`src/rtl/ppo_pkg.sv`:
```
package ppo_pkg;

  localparam int CLK_HZ = 250_000_000;
  localparam int SLOT_MS = 10;
  localparam int SLOT_CYC = CLK_HZ / 1000 * SLOT_MS;
  localparam int SHORT_PPS_US = 20;
  localparam int SHORT_PPS_CYC = CLK_HZ / 1_000_000 * SHORT_PPS_US;
  localparam int F10_HZ = 10_000_000;
  localparam int F5_HZ = 5_000_000;
  localparam int F1_HZ = 1_000_000;
  localparam logic [15:0] DIV_10M = 16'(CLK_HZ / F10_HZ);
  localparam logic [15:0] DIV_5M = 16'(CLK_HZ / F5_HZ);
  localparam logic [15:0] DIV_1M = 16'(CLK_HZ / F1_HZ);
  localparam int MARK0_MS = 100;
  localparam int MARK1_MS = 200;
  localparam int M59_MS = 500;
  localparam logic [9:0] MARK0_SLOTS = 10'(MARK0_MS / SLOT_MS);
  localparam logic [9:0] MARK1_SLOTS = 10'(MARK1_MS / SLOT_MS);
  localparam logic [9:0] M59_SLOTS = 10'(M59_MS / SLOT_MS);
  localparam logic [9:0] LEN_MIN = 10'h001;
  localparam logic [9:0] LEN_MAX = 10'h3e8;
  localparam logic [6:0] CS_LAST = 7'h63;
  localparam logic [6:0] CS_HALF = 7'h32;
  localparam logic [5:0] SEC_LAST = 6'h3b;
  localparam logic [4:0] HR_LAST = 5'h17;
  localparam logic [16:0] SOD_LAST = 17'h1517f;
  localparam logic [16:0] SOD_DAY = 17'h15180;

  localparam logic [7:0] OFF_CTRL = 8'h00;
  localparam logic [7:0] OFF_TOD = 8'h04;
  localparam logic [7:0] OFF_LEN = 8'h08;
  localparam logic [7:0] OFF_SHOT = 8'h0c;
  localparam logic [7:0] OFF_CYCLE = 8'h10;
  localparam logic [7:0] OFF_ON0 = 8'h14;
  localparam logic [7:0] OFF_OFF0 = 8'h18;
  localparam logic [7:0] OFF_ON1 = 8'h1c;
  localparam logic [7:0] OFF_OFF1 = 8'h20;
  localparam logic [7:0] OFF_ON2 = 8'h24;
  localparam logic [7:0] OFF_OFF2 = 8'h28;
  localparam logic [7:0] OFF_MARK_LO = 8'h2c;
  localparam logic [7:0] OFF_MARK_HI = 8'h30;
  localparam logic [7:0] OFF_SUSPEND = 8'h34;
  localparam logic [7:0] OFF_SYNTH = 8'h38;
  localparam logic [7:0] OFF_STATUS = 8'h3c;

  localparam int CTRL_POL_BIT = 8;
  localparam logic [9:0] RST_LEN = 10'h00a;
  localparam logic [15:0] RST_SYNTH = 16'h0019;

  typedef enum logic [4:0] {
    MD_IDLE, MD_TIMER, MD_SHOT, MD_CYCLIC, MD_PPS, MD_PPM, MD_PPH,
    MD_MARK, MD_M59, MD_POS, MD_TSYNC, MD_ALLSYNC, MD_DC_LEVEL_SHIFT_CODE,
    MD_F10, MD_SYNTH, MD_SHORT_PPS, MD_F1, MD_F5
  } ppo_mode_e;

  typedef struct packed {
    logic [7:0] addr;
    logic [31:0] wdata;
    logic wr;
    logic rd;
  } ppo_bus_s;

  typedef struct packed {
    logic pps_s1, pps_s2, pps_d;
    logic pos_s1, pos_s2;
    logic syn_s1, syn_s2;
    logic dcl_s1, dcl_s2;
    logic [21:0] tick;
    logic [6:0] cs;
    logic [5:0] sec;
    logic [5:0] mn;
    logic [4:0] hr;
    logic [16:0] sod;
    logic [16:0] cyc_acc;
    logic [9:0] plen;
    logic [12:0] us_cnt;
    logic [15:0] div_cnt;
    logic [15:0] fr_min;
    logic [4:0] mode;
    logic pol;
    logic [9:0] len;
    logic [16:0] shot;
    logic [16:0] cyc;
    logic [2:0][16:0] ton;
    logic [2:0][16:0] toff;
    logic [58:0] mark;
    logic [15:0] susp;
    logic [15:0] sdiv;
    logic out;
    logic oe;
    logic [31:0] rdata;
  } ppo_state_s;

endpackage

```
`src/rtl/ppo_channel.sv`:
```
// Chosen here: the address map and the strobed register port.
`timescale 1ns/1ps
module ppo_channel import ppo_pkg::*; #(
  parameter int SLOT_CYCLES = SLOT_CYC,
  parameter int SHORT_PPS_CYCLES = SHORT_PPS_CYC
) (
  // Clock and reset.
  input wire logic clk,
  input wire logic rst,
  // Register port.
  input wire ppo_bus_s bus,
  output logic [31:0] rdata,
  // Timebase and status pins.
  input wire logic pps_in,
  input wire logic pos_ok_in,
  input wire logic time_sync_in,
  input wire logic dc_level_shift_code_in,
  // Signal output.
  output logic sig_out,
  output logic sig_oe
);

  localparam logic [21:0] TICK_LAST = 22'(SLOT_CYCLES - 1);
  localparam logic [12:0] SPPS_LEN = 13'(SHORT_PPS_CYCLES);

  ppo_state_s r;
  ppo_state_s n;
  logic pps_rise;
  logic tick_end;
  logic cs_evt;
  logic sec_adv;
  logic fire;
  logic [9:0] fire_len;
  logic tmr_act;
  logic suspended;
  logic [15:0] div;
  logic [5:0] hh_s;
  logic [5:0] mm_s;

  function automatic logic [16:0] hms_sod(input logic [4:0] h, input logic [5:0] m,
                                          input logic [5:0] s);
    hms_sod = 17'(17'(h) * 17'd3600 + 17'(m) * 17'd60 + 17'(s));
  endfunction

  function automatic logic prog_on(input logic [16:0] t, input logic [16:0] on,
                                   input logic [16:0] off);
    if (on == off) begin
      prog_on = 1'b0;
    end else if (on < off) begin
      prog_on = (t >= on) && (t < off);
    end else begin
      prog_on = (t >= on) || (t < off);
    end
  endfunction

  function automatic logic [9:0] clamp_len(input logic [31:0] v);
    if (v[9:0] < LEN_MIN || v[31:10] != 22'h0) begin
      clamp_len = (v[31:10] != 22'h0) ? LEN_MAX : LEN_MIN;
    end else if (v[9:0] > LEN_MAX) begin
      clamp_len = LEN_MAX;
    end else begin
      clamp_len = v[9:0];
    end
  endfunction

  // Maps the stored mode field onto the mode type for every decoder.
  function automatic ppo_mode_e mode_of(input logic [4:0] m);
    mode_of = ppo_mode_e'(m);
  endfunction

  function automatic logic [16:0] clamp_day(input logic [31:0] v);
    clamp_day = (v > 32'(SOD_DAY)) ? SOD_DAY : v[16:0];
  endfunction

  always_comb begin
    n = r;
    pps_rise = 1'b0;
    tick_end = 1'b0;
    cs_evt = 1'b0;
    sec_adv = 1'b0;
    fire = 1'b0;
    fire_len = r.len;
    tmr_act = 1'b0;
    suspended = 1'b0;
    div = r.sdiv;
    hh_s = 6'h0;
    mm_s = 6'h0;

    // Pin synchronisers.
    n.pps_s1 = pps_in;
    n.pps_s2 = r.pps_s1;
    n.pps_d = r.pps_s2;
    n.pos_s1 = pos_ok_in;
    n.pos_s2 = r.pos_s1;
    n.syn_s1 = time_sync_in;
    n.syn_s2 = r.syn_s1;
    n.dcl_s1 = dc_level_shift_code_in;
    n.dcl_s2 = r.dcl_s1;
    pps_rise = r.pps_s2 & ~r.pps_d;

    // Local time of day in 10 ms slots, realigned by each rising PPS edge.
    tick_end = (r.tick == TICK_LAST);
    cs_evt = tick_end | pps_rise;
    sec_adv = (tick_end && r.cs == CS_LAST) || (pps_rise && r.cs >= CS_HALF);
    n.tick = cs_evt ? 22'h0 : r.tick + 22'h1;
    if (pps_rise) begin
      n.cs = 7'h0;
    end else if (tick_end) begin
      n.cs = (r.cs == CS_LAST) ? 7'h0 : r.cs + 7'h1;
    end
    if (sec_adv) begin
      n.sod = (r.sod >= SOD_LAST) ? 17'h0 : r.sod + 17'h1;
      n.sec = (r.sec == SEC_LAST) ? 6'h0 : r.sec + 6'h1;
      if (r.sec == SEC_LAST) begin
        n.mn = (r.mn == SEC_LAST) ? 6'h0 : r.mn + 6'h1;
        if (r.mn == SEC_LAST) begin
          n.hr = (r.hr == HR_LAST) ? 5'h0 : r.hr + 5'h1;
        end
      end
    end

    // Minutes spent in free run, cleared once sync returns.
    if (r.syn_s2) begin
      n.fr_min = 16'h0;
    end else if (sec_adv && n.sec == 6'h0 && r.fr_min != 16'hffff) begin
      n.fr_min = r.fr_min + 16'h1;
    end
    suspended = (r.susp != 16'h0) && (r.fr_min >= r.susp);

    // Daily timer programs.
    for (int i = 0; i < 3; i++) begin
      tmr_act = tmr_act | prog_on(r.sod, r.ton[i], r.toff[i]);
    end

    // Cyclic pulse counter restarts at midnight.
    if (sec_adv) begin
      if (n.sod == 17'h0 || (r.cyc != 17'h0 && r.cyc_acc + 17'h1 >= r.cyc)) begin
        n.cyc_acc = 17'h0;
      end else begin
        n.cyc_acc = r.cyc_acc + 17'h1;
      end
    end

    // Pulse event selection for the time of day modes.
    case (mode_of(r.mode))
      MD_SHOT: begin
        fire = sec_adv && n.sod == r.shot;
      end
      MD_CYCLIC: begin
        fire = sec_adv && n.cyc_acc == 17'h0;
      end
      MD_PPS: begin
        fire = sec_adv;
      end
      MD_PPM: begin
        fire = sec_adv && n.sec == 6'h0;
      end
      MD_PPH: begin
        fire = sec_adv && n.sec == 6'h0 && n.mn == 6'h0;
      end
      MD_MARK: begin
        fire = sec_adv && n.sec != SEC_LAST && !suspended;
        fire_len = r.mark[n.sec] ? MARK1_SLOTS : MARK0_SLOTS;
      end
      MD_M59: begin
        fire = sec_adv && n.sec == SEC_LAST && !suspended;
        fire_len = M59_SLOTS;
      end
      default: begin
        fire = 1'b0;
      end
    endcase

    // Pulse length counted down in 10 ms slots.
    if (fire) begin
      n.plen = fire_len;
    end else if (cs_evt && r.plen != 10'h0) begin
      n.plen = r.plen - 10'h1;
    end

    // Short PPS width counter.
    if (pps_rise) begin
      n.us_cnt = SPPS_LEN;
    end else if (r.us_cnt != 13'h0) begin
      n.us_cnt = r.us_cnt - 13'h1;
    end

    // Frequency divider, phase reset on PPS so the low half starts there.
    case (mode_of(r.mode))
      MD_F10: div = DIV_10M;
      MD_F5: div = DIV_5M;
      MD_F1: div = DIV_1M;
      default: div = r.sdiv;
    endcase
    if (pps_rise || r.div_cnt + 16'h1 >= div) begin
      n.div_cnt = 16'h0;
    end else begin
      n.div_cnt = r.div_cnt + 16'h1;
    end

    // Software access to the time of day and configuration.
    if (bus.wr) begin
      case (bus.addr)
        OFF_CTRL: begin
          n.mode = bus.wdata[4:0];
          n.pol = bus.wdata[CTRL_POL_BIT];
        end
        OFF_TOD: begin
          hh_s = bus.wdata[21:16];
          mm_s = bus.wdata[13:8];
          n.hr = (hh_s > 6'(HR_LAST)) ? HR_LAST : hh_s[4:0];
          n.mn = (mm_s > SEC_LAST) ? SEC_LAST : mm_s;
          n.sec = (bus.wdata[5:0] > SEC_LAST) ? SEC_LAST : bus.wdata[5:0];
          n.sod = hms_sod(n.hr, n.mn, n.sec);
          n.cs = 7'h0;
          n.tick = 22'h0;
        end
        OFF_LEN: n.len = clamp_len(bus.wdata);
        OFF_SHOT: n.shot = clamp_day(bus.wdata);
        OFF_CYCLE: n.cyc = clamp_day(bus.wdata);
        OFF_ON0: n.ton[0] = clamp_day(bus.wdata);
        OFF_OFF0: n.toff[0] = clamp_day(bus.wdata);
        OFF_ON1: n.ton[1] = clamp_day(bus.wdata);
        OFF_OFF1: n.toff[1] = clamp_day(bus.wdata);
        OFF_ON2: n.ton[2] = clamp_day(bus.wdata);
        OFF_OFF2: n.toff[2] = clamp_day(bus.wdata);
        OFF_MARK_LO: n.mark[31:0] = bus.wdata;
        OFF_MARK_HI: n.mark[58:32] = bus.wdata[26:0];
        OFF_SUSPEND: n.susp = bus.wdata[15:0];
        OFF_SYNTH: n.sdiv = (bus.wdata[15:1] == 15'h0) ? 16'h0002 : bus.wdata[15:0];
        default: begin
          n.mode = r.mode;
        end
      endcase
    end

    // Read data stands for exactly one cycle after the read strobe.
    n.rdata = 32'h0;
    if (bus.rd) begin
      case (bus.addr)
        OFF_CTRL: n.rdata = {23'h0, r.pol, 3'h0, r.mode};
        OFF_TOD: n.rdata = {1'b0, r.cs, 3'h0, r.hr, 2'h0, r.mn, 2'h0, r.sec};
        OFF_LEN: n.rdata = {22'h0, r.len};
        OFF_SHOT: n.rdata = {15'h0, r.shot};
        OFF_CYCLE: n.rdata = {15'h0, r.cyc};
        OFF_ON0: n.rdata = {15'h0, r.ton[0]};
        OFF_OFF0: n.rdata = {15'h0, r.toff[0]};
        OFF_ON1: n.rdata = {15'h0, r.ton[1]};
        OFF_OFF1: n.rdata = {15'h0, r.toff[1]};
        OFF_ON2: n.rdata = {15'h0, r.ton[2]};
        OFF_OFF2: n.rdata = {15'h0, r.toff[2]};
        OFF_MARK_LO: n.rdata = r.mark[31:0];
        OFF_MARK_HI: n.rdata = {5'h0, r.mark[58:32]};
        OFF_SUSPEND: n.rdata = {16'h0, r.susp};
        OFF_SYNTH: n.rdata = {16'h0, r.sdiv};
        OFF_STATUS: n.rdata = {27'h0, suspended, r.syn_s2, r.pos_s2, r.oe, r.out};
        default: n.rdata = 32'h0;
      endcase
    end

    // Output level per mode.
    n.oe = 1'b1;
    case (mode_of(r.mode))
      MD_IDLE: begin
        n.out = 1'b0;
        n.oe = 1'b0;
      end
      MD_TIMER: n.out = tmr_act ^ r.pol;
      MD_SHOT, MD_CYCLIC, MD_PPS, MD_PPM, MD_PPH, MD_MARK, MD_M59: begin
        n.out = (n.plen != 10'h0);
      end
      MD_POS: n.out = r.pos_s2;
      MD_TSYNC: n.out = r.syn_s2;
      MD_ALLSYNC: n.out = r.pos_s2 & r.syn_s2;
      MD_DC_LEVEL_SHIFT_CODE: n.out = r.dcl_s2;
      MD_F10, MD_F5, MD_F1, MD_SYNTH: begin
        n.out = (n.div_cnt >= (div >> 1));
      end
      MD_SHORT_PPS: n.out = (n.us_cnt != 13'h0);
      default: begin
        n.out = 1'b0;
        n.oe = 1'b0;
      end
    endcase
  end

  always_ff @(posedge clk) begin
    if (rst) begin
      r <= '0;
      r.len <= RST_LEN;
      r.sdiv <= RST_SYNTH;
    end else begin
      r <= n;
    end
  end

  assign rdata = r.rdata;
  assign sig_out = r.out;
  assign sig_oe = r.oe;

endmodule // ppo_channel

```
`config.mk`:
```
export PLATFORM = sky130hd
export DESIGN_NAME = ppo_channel
export DESIGN_NICKNAME = d
export VERILOG_FILES = /design/src/rtl/ppo_pkg.sv /design/src/rtl/ppo_channel.sv
export SDC_FILE = /design/constraint.sdc
export NUM_CORES = 1
export LEC_CHECK = 0
export BUFFER_PORTS_ARGS = -buffer_cell sky130_fd_sc_hd__buf_2
export CORE_MARGIN = 3
export CORE_UTILIZATION = 40
export CTS_BUF_LIST = sky130_fd_sc_hd__clkbuf_4
export DETAILED_ROUTE_END_ITERATION = 10
export GPL_TIMING_DRIVEN = 0
export PLACE_DENSITY_LB_ADDON = 0.08
export SKIP_LAST_GASP = 1
export SLEW_MARGIN = 20
export SYNTH_ARGS = -nofsm -noshare
export SYNTH_HDL_FRONTEND = slang
export SYNTH_SLANG_ARGS = --single-unit
```
`constraint.sdc`:
```
create_clock -name clk -period 14 [get_ports clk]
set_input_delay 2.1 -clock clk [delete_from_list [all_inputs] [get_ports clk]]
set_output_delay 2.1 -clock clk [all_outputs]
set_load 0.02 [all_outputs]
```
==> impl_results.md, run 1 <==
* Initial antenna violation count at 9
* Die Y at 271 um
* DRC violations left at 0
* Xor-xnor portion of the synthesized cell area at 0.0350
* Worst-Skew Late Latency at between 0.9 and 1 ns
* Worst path required time at roughly 15 ns
* Total Wirelength at roughly 120000 um
* Synth Cell Area at between 0.02 and 0.03 mm2
* Reg-to-reg endpoint: sig_out
* Startpoint Class: input pin
* Sequential share of the synthesized area at 0.301
* Final Wtd Congestion at between 1 and 1.5
* Total GRT Usage at 0.323
* Synth Area in Compound Gates at 0.222
* Reg2reg path depth at 25
* Post-route cell area at 0.0311 mm2
* Die area at approximately 0.073 mm2
* Core Region at 0.0689 mm2
* DRT Pass-1 Iters at 6
* Setup Skew at around 0.10 ns
* CTS Buf Count at approximately 120
* Pins Over Slew Limit at 0
* Cell Pwr Density at around 97 mW/mm2
* Nets at 4174
* Clock sink count at about 420
* Vias in the first global route at between 20000 and 30000
* Synth Flop Type: dfxtp_1
* Worst IR Drop VDD at 70.2 uV
* Clock slew at reported path FFs at 0.06 ns
* Setup_tns at 0 ns
* Status: complete, no violations
* DR vias at roughly 29000
* Post-CTS setup repair buffer count at 0
* Port bufs at 71
* Post-synth cell types at 90
* Post-Synth Adder-Cell Area at 0.135
* Post-CTS Hold Fix Bufs at 0
* Leakage at 11.6 nW
* Gate Count Post-Synth at between 3000 and 4000
* RSZ-0062 raised after global routing: no
* CP Max Fanout at 10
* CTS tree: built
* Syn Nets at roughly 4000
* Starting DRT DRC Count at 3313
* Initial Util at 0.406
* Horiz. Die Dim at ~270 um
* Mux cell area share after synthesis at 0.00866
* Worst EP arrival at about 7.9 ns
* Vias per inst at 5.91
* Root Driver: clkbuf_4
* DP HPWL at ~96000 um
* Ys Warns at 0
* Synthesized area per cell at a little under 8 um2
* Largest family of logic cells by synthesized area: simple AND/OR/NAND/NOR gates
* Worst Min Path Start: n[416]
* Max-Cap Viols at 0
* Post-placement cell area at between 0.02 and 0.03 mm2
* Total power at ~3 mW
* Layout cell share with drive strength beyond 1 at 0.0918
* EDFF count, synth at 0
* Cts repair resizes at 0
* Area delta synth->final at 10.8%
* Final-report setup violation count at 0
* Post-DRT Antenna Nets at 0
* Max Fclk at about 0.14 GHz
* Crit Path Category: input pin to register
* Register-to-register setup slack at about 7.3 ns
* Hold endpoint: r[416]
* Hold Crit Depth at 1
* Final hold viol count at 0
* Async SR Flop Fraction at 0
* HP Class: register to register
* Relative slew margins at 0.158
* CP Capture Type: register
* First-pass GRT wire length at around 180000 um
* Largest net degree at the start of global routing at 21
* Fillers at ~7300
* Row Count at 96
* Wire length per cell at between 20 and 30 um
* H-tree depth at 3
* IO Pins at just over 80
* Post-layout minimum cycle time at between 7 and 8 ns
* Reg2reg start: r[275]
* Area share of and/or/nand/nor cells after synthesis at 0.226
* Slew @ Worst Pin at roughly 1.3 ns
* Clock Path Buffers at 3
* Tcrit/Tclk final at 0.502
* Overflow after GRT at 0
* Synthesis-stage register bit count at approximately 420
-- power breakdown --
part           switching, mW  leakage, nW  internal [mW]  total [mW]
Sequential            0.0347         3.40           1.22        1.26
Clock                  0.579        0.888          0.567        1.15
Combinational          0.366         7.36          0.243       0.609
-- synthesized netlist by cell type (all sizes together) (26+ instances only) --
master | instances | area share
nand4 | 64 | 0.014
nor2b | 37 | 0.0083
a31oi | 38 | 0.0085
nor3 | 57 | 0.010
nand2b | 32 | 0.0071
and2 | 27 | 0.0060
and3 | 33 | 0.0074
a221oi | 37 | 0.012
nor2 | 456 | 0.061
xor2 | 42 | 0.013
dfxtp | 421 | 0.30
nand2 | 414 | 0.055
inv | 243 | 0.033
buf | 72 | 0.017
nor4 | 39 | 0.0092
a21o | 39 | 0.010
ha | 277 | 0.12
o21ai | 94 | 0.017
a21oi | 352 | 0.063
nand3 | 99 | 0.018
or3 | 26 | 0.0058
a211oi | 101 | 0.028
a22o | 28 | 0.0088
xnor2 | 70 | 0.022
clkbuf | 173 | 0.023
a22oi | 71 | 0.019
-- layout make-up --
cell class / count / area, um2 / area share
Clock inverter: 37 / 199 / 0.00641
Sequential cell: 421 / 8430 / 0.271
Tap cell: 931 / 1160 / 0.0375
Timing Repair Buffer: 71 / 355 / 0.0114
Buffer: 245 / 1130 / 0.0363
Multi-Input combinational cell: 2732 / 17600 / 0.566
Inverter: 243 / 912 / 0.0294
Clock buffer: 172 / 1290 / 0.0416
Antenna cell: 3 / 7.51 / 0.000242
-- registers in the layout, indices dropped and copies added (netlist names) --
name	flops
r	382
sig_out	1
sig_oe	1
n	5
rdata	32
-- worst max path at each step --
stage	from	endpoint	slack (ns)	cells after the start
global placement	bus[13]	r[365]	6.07	24
floorplan	bus[13]	r[362]	7.21	21
finish	bus[13]	r[365]	6.98	24
CTS	bus[13]	r[365]	7.07	24
detailed placement	bus[13]	r[365]	6.09	24
global route	bus[13]	r[365]	6.64	24
-- layer usage --
metal	global-route usage	vias to the layer above	share of wire
met2	0.496	1464	0.43
li1	-	13411	-
met4	0.150	0	0.051
met5	0	-	0
met3	0.0713	332	0.096
met1	0.431	13480	0.42
-- cells in the final DEF, fill, tap and decap left out, types with 93 or more instances in the layout --
cell        n
o21ai_0    93
ha_1      277
nand3_1    99
nand2_1   414
clkbuf_1  173
a211oi_1   97
inv_1     243
dfxtp_1   421
a21oi_1   350
clkbuf_4  172
nor2_1    452
-- kinds of logic (layout without fill, tap and decap cells) --
family	after synthesis	after routing
adder cells (fa/ha/maj)	294	294
AO/OA/AOI/OAI	937	937
XOR/XNOR	112	112
multiplexers	23	23
AND/OR/NAND/NOR	1366	1366
other	0	3
buffers and inverters	488	768
flip-flops	421	421
-- critical path: stages --
cell	delay, ns
buf_2	0.15
clkbuf_1	0.69
nand3_1	0.28
nand2_1	0.24
inv_1	0.13
fa_1	0.57
inv_1	0.06
fa_1	0.52
inv_1	0.05
ha_1	0.26
a21o_1	0.17
a21oi_1	0.21
o21bai_1	0.09
a21oi_1	0.23
o21bai_1	0.10
a21oi_1	0.18
xnor2_1	0.19
ha_1	0.29
ha_1	0.35
nand2_1	0.07
o211ai_1	0.22
a21oi_1	0.15
or4_1	0.48
nand3_1	0.09
-- through the flow --
| stage | hold slack (ns) | cells | util | setup slack [ns] |
|---|---|---|---|---|
| detailed placement | 0.427 | 4643 | 0.429 | 6.09 |
| floorplan | 0.414 | 3641 | - | 7.21 |
| finish | 0.439 | 4855 | 0.450 | 6.98 |
| global placement | 0.417 | 4643 | 0.428 | 6.07 |
| global route | 0.461 | 4853 | 0.450 | 6.64 |
| CTS | 0.445 | 4852 | 0.450 | 7.07 |
No activity file was read; power rests on OpenSTA's default activity.
==> inputs of run 2 (changes only) <==
Settings changed: ABC_AREA from default to 1.
Clock period 14 ns to 6.9 ns, I/O delays scaled along.
==> run 2 against run 1 <==
Core utilization increased by 0.20 points. Worst setup slack got worse by 6.4 ns. Highest routed layer is now met5. Largest power group unchanged. First-iteration DRC count down 6.8%.
==> impl_results.md, run 2 <==
* Status: complete, no violations
* Max-Cap Viols at 0 (unchanged)
* Yosys top cell area share at 0.310 (+0.00932)
* Layout cell share with drive strength beyond 1 at 0.0898 (-0.00204)
* Commonest non-fill, non-tap cell in the layout: inv_1
* Wire length per cell at 22.7 um (-9.9%)
* Post-Synth Adder-Cell Area at 0.138 (+0.00307)
* Synthesized area per cell at 7.02 um2 (-8.7%)
* Setup_tns at 0 ns (unchanged)
* Core Region at 0.0666 mm2 (-3.4%)
* Synthesis-stage register bit count at 421 (unchanged)
* DR vias at 28183 (-1.8%)
* Register with the most flip-flops: r
* Clock sink count at 421 (unchanged)
* Slowest CP cell: dfxtp_1
* Reg2reg path depth at 30 (+20%)
* DP HPWL at 88100 um (-8.4%)
* Synth Cell Area at 0.0272 mm2 (-3.0%)
* Initial Util at 0.408 (+0.00186)
* Reg-to-reg endpoint: sig_out
* CTS Buf Count at 119 (-1.7%)
* Post-DRT Antenna Nets at 0 (unchanged)
* Post-placement cell area at 0.0287 mm2 (-3.0%)
* Synth Area in Compound Gates at 0.211 (-0.0105)
* Syn Nets at 4207 (+5.7%)
* Area share of and/or/nand/nor cells after synthesis at 0.206 (-0.0200)
* CP Max Fanout at 10 (unchanged)
* Crit-path leading delay family: compound AO/OA/AOI/OAI gates
* Starting DRT DRC Count at 3087 (-6.8%)
* DRT Pass-1 Iters at 6 (unchanged)
* Final-report setup violation count at 0 (unchanged)
* Post-synth cell types at 64 (-29%)
* Sequential share of the synthesized area at 0.310 (+0.00932)
* Worst path required time at 7.69 ns (-7.18 ns)
* Row Count at 94 (-2.1%)
* Most instantiated cells after synthesis: inv_1, nand2_1, dfxtp_1
* Nets at 4406 (+5.6%)
* Area delta synth->final at 10.8% (about the same)
* Worst Min Path Start: time_sync_in
* Area occupied by multi-input gates at 0.0157 mm2 (-10%)
* Synth Flop Type: dfxtp_1
* Setup Skew at 0.0699 ns (-0.0347 ns)
* Post-CTS Hold Fix Bufs at 0 (unchanged)
* Largest register FFs at 382 (unchanged)
* Pins Over Slew Limit at 0 (unchanged)
* Gate Count Post-Synth at 3868 (+6.2%)
* Startpoint Class: register
* Hold Crit Depth at 3 (+2)
* IO Pins at 82 (unchanged)
* Max stage delay on crit path at 0.45 ns (-0.24 ns)
* Worst EP arrival at 7.07 ns (-0.82 ns)
* CTS tree: built
* HP Class: input pin to register
* Root Driver: clkbuf_4
* Port bufs at 77 (+8.5%)
* Crit Path Category: register to register
* Vias in the first global route at 26383 (-0.45%)
* Largest family of logic cells by synthesized area: compound AO/OA/AOI/OAI gates
* Most frequent cells in the layout: inv_1, nand2_1, dfxtp_1
* Clock Path Buffers at 3 (unchanged)
* CP Buf/Inv Count at 6 (+1)
* Final hold viol count at 0 (unchanged)
* Register-to-register setup slack at 0.62 ns (-6.72 ns)
* Top-count cell post-synth: inv_1
* Tcrit/Tclk final at 0.910
* CP Capture Type: register
* Post-layout minimum cycle time at ~6.3 ns
* Layout Utilization at 0.452 (+0.00202)
* Horiz. Die Dim at 267 um (-1.5%)
* Post-route cell area at 0.0301 mm2 (-3.0%)
* Final Wtd Congestion at 1.03 (-2.4%)
* Fillers at 7130 (-3.0%)
* Worst-Skew Late Latency at 0.96 ns (about the same)
* Total Wirelength at 114000 um (-7.0%)
* Mux cell area share after synthesis at 0 (-0.00866)
* Relative slew margins at 0.285 (+0.126)
* Cell taking the most area after synthesis: dfxtp_1
* Async SR Flop Fraction at 0 (unchanged)
* Slew @ Worst Pin at 1.05 ns (-0.212 ns)
* EDFF count, synth at 0 (unchanged)
* Leakage at 13.2 nW (+13%)
* Die Y at 267 um (-1.5%)
* Reg2reg start: r[274]
* Total GRT Usage at 0.313 (-0.00981)
* Cell Pwr Density at 198 mW/mm2 (+100%)
* CP Depth at 30 (+25%)
* RSZ-0062 raised after global routing: no
* Top cells by area, synth: dfxtp_1, ha_1, inv_1
* First-pass GRT wire length at 166000 um (-6.1%)
* Initial antenna violation count at 6 (-3)
* Die area at 0.0711 mm2 (-2.9%)
* DRC violations left at 0 (unchanged)
* Clock slew at reported path FFs at 0.07 ns (about the same)
* Hold endpoint: n[414]
* Max Fclk at 0.159 GHz
* Largest net degree at the start of global routing at 18 (-14%)
* Vias per inst at 5.62 (-4.9%)
* H-tree depth at 3 (unchanged)
* Xor-xnor portion of the synthesized cell area at 0.0229 (-0.0121)
* Overflow after GRT at 0 (unchanged)
* Ys Warns at 0 (unchanged)
* Worst IR Drop VDD at 177 uV (+150%)
* Seq. cell area at 0.00843 mm2 (unchanged)
## run 2: cell count changes after synthesis, sizes merged, moves of 63 or more
| cell | change |
|---|---|
| clkbuf | -68 |
| inv | +345 |
| o21ai | +285 |
| nand2 | +138 |
| a211oi | -90 |
| a22oi | -70 |
| a21oi | +63 |
## run 2: power by group
group | leakage [nW] | switching [mW] | internal, mW
registers | 3.40 | 0.0487 | 2.49
logic | 8.96 | 0.736 | 0.407
clock network | 0.853 | 1.14 | 1.14
## run 2: repair_timing
item / CTS / global route
resized for setup: 0 / 4
setup buffers: 0 / 0
endpoints found under the setup margin: 0 / 1
## run 2: kinds of logic (layout without fill, tap and decap cells)
logic type / after synthesis / in the layout
buffers and inverters: 762 / 1038
AO/OA/AOI/OAI: 1026 / 1026
flip-flops: 421 / 421
other: 0 / 5
XOR/XNOR: 71 / 71
adder cells (fa/ha/maj): 291 / 291
AND/OR/NAND/NOR: 1297 / 1297
## run 2: worst reg2reg max path: cells and delay by family (launching register included)
kind	cells	cell delay [ns]
AOI/OAI and AO/OA	16	2.61
adders and majority gates	2	0.58
buffers and inverters	6	1.10
DFF	1	0.45
and+or+nand+nor	6	1.36
## run 2: worst max-delay path by stage
stage	from	end	slack, ns
2_1_floorplan	bus[13]	r[363]	1.02
3_3_place_gp	bus[13]	r[365]	-0.01
3_5_place_dp	bus[13]	r[365]	-0.04
4_1_cts	r[274]	sig_out	0.17
5_1_grt	r[293]	sig_out	0.06
6_report	r[274]	sig_out	0.62
## run 2: stage by stage
| step | power (mW) | worst slack, ns | hold slack (ns) | std cells |
|---|---|---|---|---|
| after floorplan | 3.41 | 1.02 | 0.388 | 3868 |
| after global placement | 3.73 | -0.0136 | 0.389 | 4809 |
| after detailed placement | 3.72 | -0.0388 | 0.395 | 4810 |
| after CTS | 6.02 | 0.166 | 0.223 | 5008 |
| after global routing | 6.32 | 0.0643 | 0.278 | 5010 |
| final | 5.97 | 0.623 | 0.314 | 5013 |
## run 2: routing by layer
layer  routed length (um)  share of wire  track usage
met5                   43        0.00038            0
met4                 6250          0.055        0.158
met3                11300           0.10       0.0775
met2                47000           0.41        0.469
met1                49300           0.43        0.419
## run 2: area by class of cell
class                           instances  share of cell area
Buffer                                159              0.0256
Sequential cell                       421               0.280
Clock buffer                          175              0.0436
Timing Repair Buffer                   78              0.0130
Multi-Input combinational cell       2685               0.523
Inverter                              603              0.0752
Tap cell                              864              0.0359
Antenna cell                            5            0.000415
Clock inverter                         23             0.00374
